$ cat config.mk
export PLATFORM = sky130hd
export DESIGN_NAME = smd_top
export DESIGN_NICKNAME = d
export VERILOG_FILES = /design/src/hw/smd_pkg.sv /design/src/hw/smd_tgt_if.sv /design/src/hw/smd_dec.sv /design/src/hw/smd_top.sv
export VERILOG_INCLUDE_DIRS = /design/src /design/src/hw
export SDC_FILE = /design/constraint.sdc
export NUM_CORES = 1
export LEC_CHECK = 0
export BUFFER_PORTS_ARGS = -buffer_cell sky130_fd_sc_hd__buf_4
export CAP_MARGIN = 30
export CORE_AREA = 2 2 153 215
export DETAILED_ROUTE_END_ITERATION = 10
export DIE_AREA = 0 0 155 217
export HOLD_SLACK_MARGIN = 0.1
export MAX_ROUTING_LAYER = met4
export PLACE_DENSITY = 0.74
export SLEW_MARGIN = 30
export SYNTH_ARGS = -nofsm -noshare
export SYNTH_HDL_FRONTEND = slang
export SYNTH_SLANG_ARGS = --single-unit
export TNS_END_PERCENT = 5
$ cat constraint.sdc
create_clock -name mclk_i -period 8.3 [get_ports mclk_i]
set_input_delay 1.66 -clock mclk_i [delete_from_list [all_inputs] [get_ports mclk_i]]
set_output_delay 1.66 -clock mclk_i [all_outputs]
set_load 0.005 [all_outputs]
$ cat src/hw/smd_defs.svh
// Constants of the system memory map decoder: boundaries, block fields,
// relocation offsets and reset values.
// Assumes byte addresses: 24 bits for the processor, 32 bits for DMA/USB.
`ifndef SMD_DEFS_SVH
`define SMD_DEFS_SVH

// ****************************************************************
// Processor view boundaries
// ****************************************************************
`define SMD_MMR_END 24'h0000c0
`define SMD_DAR_END 24'h010000
`define SMD_SAR_END 24'h042000
`define SMD_CS2_BASE 24'h800000
`define SMD_CS3_BASE 24'hc00000
`define SMD_CS4_BASE 24'he00000
`define SMD_CS5_BASE 24'hf00000
`define SMD_ROM_BASE 24'hfe0000
`define SMD_GAP_ADDR 24'h060000
`define SMD_SAR_BLK0 6'h08

// ****************************************************************
// DMA and USB view boundaries
// ****************************************************************
`define SMD_DMA_DAR_BASE 32'h0001_0000
`define SMD_DMA_DAR_END 32'h0002_0000
`define SMD_DMA_SAR_BASE 32'h0009_0000
`define SMD_DMA_SAR_END 32'h000c_2000
`define SMD_DMA_SAR_OFS 24'h080000
`define SMD_DMA_EXT_BASE 32'h0200_0000
`define SMD_DMA_EXT_END 32'h0510_0000
`define SMD_DMA_EXT_ID 2'h3

// ****************************************************************
// Counts and reset values
// ****************************************************************
`define SMD_N_DAR 8
`define SMD_N_SAR 25
`define SMD_N_ROM 4
`define SMD_N_MST 4
`define SMD_REMAP_RST 1'b0

`endif

$ cat src/hw/smd_pkg.sv
// Types of the system memory map decoder.
// Assumes smd_defs.svh for the numbers.
package smd_pkg;
    // Target kinds that a decoded address can select.
    typedef enum logic [2:0] {
        TK_NONE, TK_MMR, TK_DAR, TK_SAR, TK_ROM, TK_EXT, TK_REF
    } smd_kind_t;
    // Kind of master behind one decoder.
    typedef enum logic [1:0] {MS_CPU, MS_DMA3, MS_DMA, MS_USB} smd_mst_t;
    // Whole registered state of the top module.
    typedef struct packed {
        logic remap;
        logic [7:0] da_en;
        logic [7:0] db_en;
        logic [7:0] da_we;
        logic [7:0] db_we;
        logic [7:0][1:0] da_src;
        logic [7:0][1:0] db_src;
        logic [24:0] sa_en;
        logic [24:0] sa_we;
        logic [24:0][1:0] sa_src;
        logic [3:0] rom_en;
        logic [3:0] rom_src;
        logic [3:0] cs_n;
        logic ext_we;
        logic [1:0] ext_src;
        logic [20:0] ext_addr;
        logic ecc1;
        logic ecc4;
    } smd_st_t;
endpackage : smd_pkg

$ cat src/hw/smd_tgt_if.sv
// Carrier of one decoded target from a decoder to the top module.
// Assumes one instance per master.
`timescale 1ns/1ps
interface smd_tgt_if;
    import smd_pkg::*;
    smd_kind_t kind;
    logic [4:0] blk;
    logic [1:0] cs;
    modport dec (output kind, output blk, output cs);
    modport top (input kind, input blk, input cs);
endinterface : smd_tgt_if

$ cat src/hw/smd_dec.sv
// Address decoder for one master in the processor view.
// Assumes the top module has already relocated DMA and USB addresses.
`timescale 1ns/1ps
`include "smd_defs.svh"
module smd_dec
    import smd_pkg::*;
(
    input wire logic [23:0] addr_i,
    input wire smd_mst_t who_i,
    input wire logic remap_i,
    smd_tgt_if.dec tgt
);
    logic [5:0] sar_idx;

    // Block index of single-access RAM counted from its base.
    assign sar_idx = addr_i[18:13] - `SMD_SAR_BLK0;

    // Region decode with the access limits of each master.
    always_comb begin
        tgt.kind = TK_NONE;
        tgt.blk = 5'h00;
        tgt.cs = 2'h0;
        if (addr_i < `SMD_MMR_END) begin
            tgt.kind = (who_i == MS_CPU) ? TK_MMR : TK_REF;
        end else if (addr_i < `SMD_DAR_END) begin
            tgt.kind = (who_i == MS_USB) ? TK_REF : TK_DAR;
            tgt.blk = {2'h0, addr_i[15:13]};
        end else if (addr_i < `SMD_SAR_END) begin
            tgt.kind = TK_SAR;
            tgt.blk = sar_idx[4:0];
        end else if (addr_i >= `SMD_ROM_BASE && !remap_i) begin
            // Only the processor buses see the ROM.
            tgt.kind = (who_i == MS_CPU) ? TK_ROM : TK_REF;
            tgt.blk = {3'h0, addr_i[16:15]};
        end else if (addr_i >= `SMD_CS2_BASE) begin
            tgt.kind = (who_i == MS_DMA) ? TK_REF : TK_EXT;
            // With the ROM gone its range falls into region five.
            if (addr_i >= `SMD_CS5_BASE) begin
                tgt.cs = 2'h3;
            end else if (addr_i >= `SMD_CS4_BASE) begin
                tgt.cs = 2'h2;
            end else if (addr_i >= `SMD_CS3_BASE) begin
                tgt.cs = 2'h1;
            end else begin
                tgt.cs = 2'h0;
            end
        end else begin
            tgt.kind = TK_NONE;
        end
    end
endmodule : smd_dec

$ cat src/hw/smd_top.sv
// Top of the system memory map decoder: relocation, decode, per-block
// arbitration and registered memory and chip-select strobes.
// Assumes all masters and memories run on mclk_i; a losing master
// holds its request until it sees ready, a refused one sees err.
//
// What this block does
// - Processor 0..00FFFFh selects eight dual RAM blocks.
// - Each dual RAM block serves two accesses.
// - DMA/USB see RAM at relocated addresses.
// - Lowest 192 bytes hold core mapped registers.
// - USB is refused the dual RAM.
// - Of the DMA controllers only controller 3 reaches external space.
// - 010000h..041FFFh selects single RAM blocks.
// - Single RAM block serves one access, serialized.
// - ROM at FE0000h..FFFFFFh while remap clear.
// - Four ROM blocks, processor buses only.
// - Set remap bit moves ROM range external.
// - Hardware reset clears the remap bit.
// - Software reset leaves the remap bit.
// - External space has four chip-select regions, two to five.
// - Each region drives its own select.
// - External port: 16/8 data, 21-bit address.
// - NAND mode offers 1-bit and 4-bit correction.
`timescale 1ns/1ps
`include "smd_defs.svh"
module smd_top
    import smd_pkg::*;
(
    input wire logic mclk_i,
    input wire logic nrst_i,
    input wire logic [3:0] m_req_i,
    input wire logic [3:0] m_we_i,
    input wire logic [23:0] cpu_d_addr_i,
    input wire logic [23:0] cpu_p_addr_i,
    input wire logic [31:0] dma_addr_i,
    input wire logic [1:0] dma_id_i,
    input wire logic [31:0] usb_addr_i,
    input wire logic st3_wr_i,
    input wire logic st3_remap_i,
    input wire logic soft_reset_i,
    input wire logic ext_width8_i,
    input wire logic ext_nand_i,
    input wire logic ext_ecc4_i,
    output logic [3:0] m_ready_o,
    output logic [3:0] m_err_o,
    output logic [3:0] m_mmr_o,
    output logic rom_remap_bit_o,
    output logic [7:0] dar_en_a_o,
    output logic [7:0] dar_en_b_o,
    output logic [7:0] dar_we_a_o,
    output logic [7:0] dar_we_b_o,
    output logic [15:0] dar_src_a_o,
    output logic [15:0] dar_src_b_o,
    output logic [24:0] sar_en_o,
    output logic [24:0] sar_we_o,
    output logic [49:0] sar_src_o,
    output logic [3:0] rom_en_o,
    output logic [3:0] rom_src_o,
    output logic [3:0] ext_region_select_n_o,
    output logic ext_we_o,
    output logic [1:0] ext_src_o,
    output logic [20:0] ext_addr_o,
    output logic ext_ecc1_en_o,
    output logic ext_ecc4_en_o
);
    // ************************************************************
    // Relocation of DMA and USB addresses
    // ************************************************************

    // Maps a DMA/USB byte address onto the processor view.
    function automatic logic [23:0] reloc(input logic [31:0] a);
        logic [23:0] r;
        r = `SMD_GAP_ADDR;
        if (a >= `SMD_DMA_DAR_BASE && a < `SMD_DMA_DAR_END) begin
            r = {8'h00, a[15:0]};
        end else if (a >= `SMD_DMA_SAR_BASE && a < `SMD_DMA_SAR_END) begin
            r = a[23:0] - `SMD_DMA_SAR_OFS;
        end else if (a >= `SMD_DMA_EXT_BASE && a < `SMD_DMA_EXT_END) begin
            case (a[27:24])
                4'h2: r = {2'b10, a[21:0]};
                4'h3: r = {3'b110, a[20:0]};
                4'h4: r = {4'b1110, a[19:0]};
                default: r = {4'b1111, a[19:0]};
            endcase
        end
        return r;
    endfunction : reloc

    smd_st_t st_ff;
    smd_st_t nxt_st;
    logic [23:0] addr_w [4];
    smd_mst_t who_w [4];
    smd_kind_t kind_w [4];
    logic [4:0] blk_w [4];
    logic [1:0] cs_w [4];

    // Addresses and master kinds for the four decoders.
    assign addr_w[0] = cpu_d_addr_i;
    assign addr_w[1] = cpu_p_addr_i;
    assign addr_w[2] = reloc(dma_addr_i);
    assign addr_w[3] = reloc(usb_addr_i);
    assign who_w[0] = MS_CPU;
    assign who_w[1] = MS_CPU;
    assign who_w[2] = (dma_id_i == `SMD_DMA_EXT_ID) ? MS_DMA3 : MS_DMA;
    assign who_w[3] = MS_USB;

    // ************************************************************
    // One decoder per master
    // ************************************************************
    smd_tgt_if tgt [4] ();
    for (genvar g = 0; g < `SMD_N_MST; g++) begin : g_dec
        smd_dec u_dec (
            .addr_i(addr_w[g]),
            .who_i(who_w[g]),
            .remap_i(st_ff.remap),
            .tgt(tgt[g])
        );
        assign kind_w[g] = tgt[g].kind;
        assign blk_w[g] = tgt[g].blk;
        assign cs_w[g] = tgt[g].cs;
    end

    // ************************************************************
    // Arbitration and next state
    // ************************************************************

    // Masters are served in priority order: data bus, program bus,
    // DMA, USB. Strobes last one cycle, so they are cleared first and
    // the partly built copy doubles as the occupancy of each block.
    always_comb begin
        logic [2:0] db;
        logic [4:0] sb;
        logic [1:0] rb;
        db = 3'h0;
        sb = 5'h00;
        rb = 2'h0;
        nxt_st = st_ff;
        nxt_st.da_en = '0;
        nxt_st.db_en = '0;
        nxt_st.sa_en = '0;
        nxt_st.rom_en = '0;
        nxt_st.cs_n = 4'hf;
        nxt_st.ecc1 = 1'b0;
        nxt_st.ecc4 = 1'b0;
        m_ready_o = 4'h0;
        m_err_o = 4'h0;
        m_mmr_o = 4'h0;
        // Software reset is not an input to the remap bit.
        if (st3_wr_i) begin
            nxt_st.remap = st3_remap_i;
        end
        for (int m = 0; m < `SMD_N_MST; m++) begin
            db = blk_w[m][2:0];
            sb = blk_w[m];
            rb = blk_w[m][1:0];
            if (m_req_i[m]) begin
                case (kind_w[m])
                    TK_MMR: begin
                        m_ready_o[m] = 1'b1;
                        m_mmr_o[m] = 1'b1;
                    end
                    TK_DAR: begin
                        // Two ports per block; a third master waits.
                        if (!nxt_st.da_en[db]) begin
                            nxt_st.da_en[db] = 1'b1;
                            nxt_st.da_we[db] = m_we_i[m];
                            nxt_st.da_src[db] = 2'(m);
                            m_ready_o[m] = 1'b1;
                        end else if (!nxt_st.db_en[db]) begin
                            nxt_st.db_en[db] = 1'b1;
                            nxt_st.db_we[db] = m_we_i[m];
                            nxt_st.db_src[db] = 2'(m);
                            m_ready_o[m] = 1'b1;
                        end
                    end
                    TK_SAR: begin
                        // One port per block; losers hold and retry.
                        if (!nxt_st.sa_en[sb]) begin
                            nxt_st.sa_en[sb] = 1'b1;
                            nxt_st.sa_we[sb] = m_we_i[m];
                            nxt_st.sa_src[sb] = 2'(m);
                            m_ready_o[m] = 1'b1;
                        end
                    end
                    TK_ROM: begin
                        // Reads only; one word per block per cycle.
                        if (m_we_i[m]) begin
                            m_err_o[m] = 1'b1;
                        end else if (!nxt_st.rom_en[rb]) begin
                            nxt_st.rom_en[rb] = 1'b1;
                            nxt_st.rom_src[rb] = (m == 1);
                            m_ready_o[m] = 1'b1;
                        end
                    end
                    TK_EXT: begin
                        // One external access at a time.
                        if (nxt_st.cs_n == 4'hf) begin
                            nxt_st.cs_n[cs_w[m]] = 1'b0;
                            nxt_st.ext_we = m_we_i[m];
                            nxt_st.ext_src = 2'(m);
                            nxt_st.ext_addr = ext_width8_i ?
                                addr_w[m][20:0] : addr_w[m][21:1];
                            nxt_st.ecc1 = ext_nand_i && !ext_ecc4_i;
                            nxt_st.ecc4 = ext_nand_i && ext_ecc4_i;
                            m_ready_o[m] = 1'b1;
                        end
                    end
                    default: begin
                        m_err_o[m] = 1'b1;
                    end
                endcase
            end
        end
    end

    // ************************************************************
    // State register
    // ************************************************************

    // Hardware reset maps the ROM back in and drops all strobes.
    always_ff @(posedge mclk_i or negedge nrst_i) begin
        if (!nrst_i) begin
            st_ff <= '0;
            st_ff.remap <= `SMD_REMAP_RST;
            st_ff.cs_n <= 4'hf;
        end else begin
            st_ff <= nxt_st;
        end
    end

    // Registered strobes to the memories and the external port.
    assign rom_remap_bit_o = st_ff.remap;
    assign dar_en_a_o = st_ff.da_en;
    assign dar_en_b_o = st_ff.db_en;
    assign dar_we_a_o = st_ff.da_we;
    assign dar_we_b_o = st_ff.db_we;
    assign dar_src_a_o = st_ff.da_src;
    assign dar_src_b_o = st_ff.db_src;
    assign sar_en_o = st_ff.sa_en;
    assign sar_we_o = st_ff.sa_we;
    assign sar_src_o = st_ff.sa_src;
    assign rom_en_o = st_ff.rom_en;
    assign rom_src_o = st_ff.rom_src;
    assign ext_region_select_n_o = st_ff.cs_n;
    assign ext_we_o = st_ff.ext_we;
    assign ext_src_o = st_ff.ext_src;
    assign ext_addr_o = st_ff.ext_addr;
    assign ext_ecc1_en_o = st_ff.ecc1;
    assign ext_ecc4_en_o = st_ff.ecc4;
endmodule : smd_top

==> impl_metrics.yaml, run 1 <==
synth:
  synth_area_leaders: "dfrtp_1 (31%), mux2i_1 (8.4%), nand2_1 (6.6%)"
  synth_top_family_by_area: "simple AND/OR/NAND/NOR gates"
  ys_types: 109
  synth_xor_area_share_pct: 0.438
  async_flop_share_pct: 100
  ys_seq_elements: 203
  synth_area_um2: 16000
  yosys_warnings: 0
  synth-edff-count: 0
  synthCells: 1980
  synth_mux_area_share_pct: 11.5
  synth_top_area_share_pct: 31.2
  synth_area_leader_cell: "dfrtp_1"
  synthAdderAreaFrac_pct: 0.939
  syn_area_per_cell_um2: 8.07
  synth_top_flop_cell: "dfrtp_1"
  synth-seq-area-share_pct: 31.8
  synth_compound_area_share_pct: 24.0
  synthSimpleGateAreaFrac_pct: 27.0
route:
  wl_per_cell_um: 27.7
  ant_nets: 0
  vias: 19503
  drt_iter0_drc: 2234
  remaining_drc_errors: 0
  via_per_inst: 6.75
  drt_wl_total_um: 80000
  drt-pass1-iter-count: 6
setup_path:
  critical-path-slowest-cell: "or4_1"
  cp.required_ns: 6.64
  critical_path_arrival_ns: 6.45
  crit_family: "simple AND/OR/NAND/NOR gates"
  critPathKind: "in2out"
  max_stage_delay_ns: 0.59
  cp_common_cell: "buf_4"
  critPathLaunchType: "input pin"
  critPathMaxFanout: 7
  cp-end-kind: "output pin"
  cp_num_buf_inv: 6
floorplanning:
  io_pins: 345
  initial_core_util_pct: 50.1
  core_region_area_um2: 31900
  fp.dieW_um: 155
  die_area_um2: 33600
  die_h_um: 217
  placementRows: 78
grt:
  grt_first_pass_wirelength_um: 116000
  track_usage_pct: 47.2
  overflow: 0
  grt_pass1_vias: 19145
  grt_start_max_net_pins: 78
  antenna_found_initial: 2
clock_network:
  cts_tree: "yes"
  clock_latency_ns: 0.53
  cts_inserted_buffers: 21
  clkTransAtPathRegs_ns: 0.07
  clockRootBuffer: "clkbuf_16"
  cts_buffer_depth: 3
  cts_sinks: 203
  cts-htree-levels: 1
worst_hold_path:
  hp-class: "reg2reg"
final_layout:
  post-route-cell-area_um2: 21400
  area_delta_synth_final_pct: 34.0
  instances_no_fill: 2891
  mostFrequentLayoutCells: "buf_4 (585), nand2_1 (279), dfrtp_1 (199)"
  layout_commonest_cell: "buf_4"
  drive_above_1_share_pct: 31.3
  nets: 2620
  fin_util_pct: 67.1
placement:
  io_buffer_count: 341
  place_inst: 2854
  place_area_um2: 20500
  dp_hpwl_um: 61800
  gp_congestion: 1.08
  post-place-ws_ns: -0.131
power:
  powerDensity_nw_per_um2: 114
  ir_drop_v: 0.000184
  power_leakage_nw: 10.5
sta:
  rsz0062_at_grt: "false"
  slew_violations: 0
  hold_viol: 0
  layout_min_cycle_time_ns: 8.11
  max_freq_ghz: 0.123
  worstMarginPinSlew_ns: 1.04
  fin_ws_ns: 0.189
  min_period_over_period_pct: 97.7
  setup_violations: 0
  clock_skew_ns: 0.0140
  relSlewSlack_pct: 30.5
run_status:
  status: "complete, no violations"
job:
  maxCapViolCount: 0
[synthesized netlist by cell type (7+ instances only)]
cell type and number:
a211oi_1 57, or3_4 14, nand3b_1 11, buf_2 19, o211ai_1 15, nand3_1 86
o22ai_1 26, o32ai_1 8, o21ai_0 119, nor3_1 56, or3_1 28, a221oi_1 9
and2_1 19, o31a_1 7, inv_1 47, clkbuf_1 88, a21o_1 23, o21a_1 10
o31ai_1 21, ha_1 12, o21bai_1 7, nor2b_1 14, dfrtp_1 199, a21oi_1 109
nand2_1 280, mux2_2 35, mux2i_1 134, nor4_1 23, nor2_1 177, nor4b_1 7
nand2b_1 19, nand4_1 23, a22oi_1 10, a31oi_1 15, or4_1 11, a21boi_0 14
a31o_2 7, a211o_1 8, and3_1 29, nor3_2 10
[cell type report]
class	count	area, um^2
antenna	2	5.00
clock buffer	26	574
clock inverter	8	121
fill	2594	10500
inverter	50	188
multi-input combinational	1610	10400
sequential	203	5080
tap	400	500
timing repair buffer	592	4500
[power breakdown]
part	internal (W)	switching (W)
sequential	0.00102	0.0000229
clock	0.000581	0.000409
combinational	0.000171	0.000232
[repair_timing]
action | 4_1_cts | 5_1_grt
hold buffers | 0 | 0
pin swaps | 2 | 8
setup endpoints to repair | 2 | 2
gates resized for setup | 7 | 39
setup buffers | 0 | 1
[path summary, 6_finish.rpt]
kind | from | endpoint | slack (ns) | cells past startpoint
worst max-delay path | dma_addr_i[28] | m_ready_o[3] | 0.19 | 26
worst min-delay path | dar_src_b_o[3] | dar_src_b_o[3] | 0.48 | 2
worst max register to register | rom_remap_bit_o | sar_we_o[6] | 2.68 | 17
worst min register to register | dar_src_b_o[3] | dar_src_b_o[3] | 0.48 | 2
max in group asynchronous | nrst_i | rom_en_o[3] | 6.12 | 2
min in group asynchronous | nrst_i | sar_src_o[21] | 1.08 | 1
[per-layer routing]
layer	part of all wire (%)	global-route usage, %
met1	34	50.9
met2	47	77.0
met3	9.7	9.20
met5	0	-
met4	8.9	34.9
[cell families after synthesis]
| logic type | count (synthesis) |
|---|---|
| other | 1 |
| AO/OA/AOI/OAI | 556 |
| adder cells (fa/ha/maj) | 12 |
| flip-flops | 203 |
| AND/OR/NAND/NOR | 855 |
| multiplexers | 177 |
| XOR/XNOR | 8 |
| buffers and inverters | 168 |
[metrics by stage]
| stage | total power, W | setup TNS [ns] | hold WS [ns] |
|---|---|---|---|
| after global routing | 0.00250 | 0 | 0.495 |
| final | 0.00244 | 0 | 0.477 |
| after floorplan | 0.00123 | 0 | 0.471 |
| after CTS | 0.00242 | 0 | 0.482 |
| after global placement | 0.00143 | -0.118 | 0.463 |
| after detailed placement | 0.00144 | -0.158 | 0.465 |
[worst reg2reg max path: cells and delay by family (launching register included)]
kind / cells / cell delay (ns)
AO/OA/AOI/OAI: 8 / 1.90
buffers and inverters: 2 / 0.44
flip-flops: 1 / 0.60
multiplexers: 1 / 0.26
AND/OR/NAND/NOR: 6 / 2.32
[state kept, by name (all words and copies together) (netlist names), 8 cells and up]
name and count:
dar_we_a_o 8, dar_en_a_o 8, dar_en_b_o 8, dar_src_b_o 16, sar_en_o 25, dar_src_a_o 16
ext_addr_o 21, sar_we_o 25, sar_src_o 50, dar_we_b_o 8
(Power assumes the default switching activity.)
==> inputs of run 2 (changes only) <==
- CELL_PAD_IN_SITES_DETAIL_PLACEMENT: unset -> 1
- CELL_PAD_IN_SITES_GLOBAL_PLACEMENT: unset -> 1
- CORE_AREA: 2 2 153 215 -> 2 2 179 251
- DIE_AREA: 0 0 155 217 -> 0 0 181 253
- PLACE_DENSITY: 0.74 -> unset
- PLACE_DENSITY_LB_ADDON: unset -> 0.1
==> run 2 against run 1 <==
Clock power up 9%. Core utilization down 18 points. Register-to-register slack better by 0.07 ns. Non-clock buffer count down 9. Cell area up 0.41%. Die area up 36%. Worst hold slack better by 0.0099 ns. Sequential share of layout area down 0.097 points.
==> impl_metrics.yaml, run 2 (synthesized netlist as in run 1, its figures left out) <==
power:
  p_sw_w: 0.000701
  combPwrFrac_pct: 16.0
  powerDensity_nw_per_um2: 117
  ir_drop_v: 0.000138
  pwr-share-seq_pct: 41.2
  clkPwrFrac_pct: 42.8
  switching_share_pct: 27.8
  intPower_w: 0.00182
  power_leakage_nw: 10.4
route:
  drt-pass1-iter-count: 5
  vias: 18808
  wl_per_cell_um: 28.3
  remaining_drc_errors: 0
  drt_wl_total_um: 86100
  ant_nets: 0
  via_per_inst: 6.18
  drt_iter0_drc: 1177
clock_network:
  cts_inserted_buffers: 23
  cts-htree-levels: 1
  clockRootBuffer: "clkbuf_16"
  clock_latency_ns: 0.54
  cts_sinks: 203
  cts_hold_buf: 0
  cts_tree: "yes"
  clkTransAtPathRegs_ns: 0.06
  cts_buffer_depth: 3
placement:
  place_inst: 2999
  io_buffer_count: 341
  gp_congestion: 1.04
  dp_hpwl_um: 68000
  place_area_um2: 20600
grt:
  antenna_found_initial: 1
  track_usage_pct: 37.6
  grt_pass1_vias: 19881
  grt_start_max_net_pins: 76
  overflow: 0
  grt_first_pass_wirelength_um: 127000
setup_path:
  cp-end-kind: "output pin"
  critPathKind: "in2out"
  critPathMaxFanout: 6
  critical_path_arrival_ns: 6.46
  rr_endpoint: "sar_src_o[13]"
  r2r_setup_slack_ns: 2.75
  critical-path-slowest-cell: "or4_4"
  critPathLaunchType: "input pin"
  cp_common_cell: "buf_4"
  r2r_start: "rom_remap_bit_o"
  setup.worst_path.start: "dma_addr_i[28]"
  reg2reg_depth: 17
  crit_family: "simple AND/OR/NAND/NOR gates"
  max_stage_delay_ns: 0.55
  crit_cells: 24
  crit_end: "m_ready_o[3]"
  cp.required_ns: 6.64
  cp_num_buf_inv: 7
  crit_chain: "buf_4 > or4_4 > nor4_4 > nand2_1 > nand2_2 > and2_1 > inv_2 > buf_4 > ha_1 > nand2b_4 > a221o_1 > buf_4 > and2_1 > buf_12 > nor4_1 > a2111oi_2 > o21ai_0 > nor4b_2 > buf_4 > o311ai_1 > o2111ai_1 > a21oi_4 > o21ai_2 > buf_4"
floorplanning:
  io_pins: 345
  die_h_um: 253
  placementRows: 91
  initial_core_util_pct: 36.6
  die_area_um2: 45800
  core_region_area_um2: 43700
  fp.dieW_um: 181
sta:
  setup_violations: 0
  setup_tns_ns: 0
  clock_skew_ns: 0.00644
  max_freq_ghz: 0.123
  hold_viol: 0
  relSlewSlack_pct: 26.0
  slew_violations: 0
  min_period_over_period_pct: 97.9
  layout_min_cycle_time_ns: 8.12
  worstMarginPinSlew_ns: 1.10
final_layout:
  post-route-cell-area_um2: 21500
  nFillCells: 5399
  nets: 2613
  drive_above_1_share_pct: 30.8
  instances_no_fill: 3042
  layout_commonest_cell: "buf_4"
  largest_reg_flops: 50
  fin_util_pct: 49.2
  mostFrequentLayoutCells: "buf_4 (580), nand2_1 (276), dfrtp_1 (199)"
  area_delta_synth_final_pct: 34.5
  n_antenna_cell: 0
worst_hold_path:
  min_from: "dar_src_a_o[13]"
  hp-class: "reg2reg"
job:
  maxCapViolCount: 0
run_status:
  status: "complete, no violations"
run 2: how the worst min path moves through the flow:
stage | to | slack, ns | depth (start not counted)
CTS | dar_src_a_o[5] | 0.49 | 2
detailed placement | dar_src_a_o[5] | 0.47 | 2
global placement | dar_src_a_o[11] | 0.46 | 2
global route | dar_src_a_o[5] | 0.51 | 2
finish | dar_src_a_o[13] | 0.49 | 2
floorplan | dar_src_a_o[1] | 0.47 | 2
run 2: tightest hold or removal path: cells and delay by family, from the launching register on:
kind	cells	cell delay [ns]
flip-flops	1	0.34
AND/OR/NAND/NOR	2	0.11
run 2: area by class of cell:
| cell class | instances | area (um^2) | share of cell area [%] |
|---|---|---|---|
| Multi-Input combinational cell | 1610 | 10400 | 48.2 |
| Sequential cell | 203 | 5080 | 23.6 |
| Timing Repair Buffer | 583 | 4400 | 20.5 |
| Tap cell | 558 | 698 | 3.25 |
| Clock buffer | 29 | 638 | 2.97 |
| Inverter | 50 | 188 | 0.873 |
| Clock inverter | 9 | 129 | 0.599 |
run 2: timing repair:
item | CTS | global route
endpoints found under the setup margin | 2 | 2
setup buffers | 1 | 4
gates resized for setup | 8 | 25
pin swaps | 2 | 5
run 2: power by group through the flow:
| stage | logic, W | registers [W] | clock network, W |
|---|---|---|---|
| finish | 0.000404 | 0.00104 | 0.00108 |
| detailed placement | 0.000396 | 0.00106 | 0 |
| global route | 0.000434 | 0.00104 | 0.00114 |
| floorplan | 0.000177 | 0.00106 | 0 |
| global placement | 0.000385 | 0.00106 | 0 |
| CTS | 0.000398 | 0.00104 | 0.00111 |
run 2: metrics by stage:
stage                     hold slack (ns)  total power, W  worst slack, ns
after detailed placement            0.470         0.00145           -0.256
after floorplan                     0.471         0.00123            0.246
after CTS                           0.493         0.00254           0.0276
after global placement              0.465         0.00144           -0.248
after global routing                0.514         0.00261          -0.0167
final                               0.487         0.00253            0.176
run 2: per-layer routing:
layer | track usage [%] | part of all wire (%) | vias to the layer above | wire [um]
met1 | 42.8 | 38 | 9449 | 33100
met5 | - | 0 | - | 0
met3 | 4.52 | 6.1 | 218 | 5210
li1 | - | - | 8343 | -
met2 | 65.2 | 49 | 798 | 42500
met4 | 19.6 | 6.2 | 0 | 5300
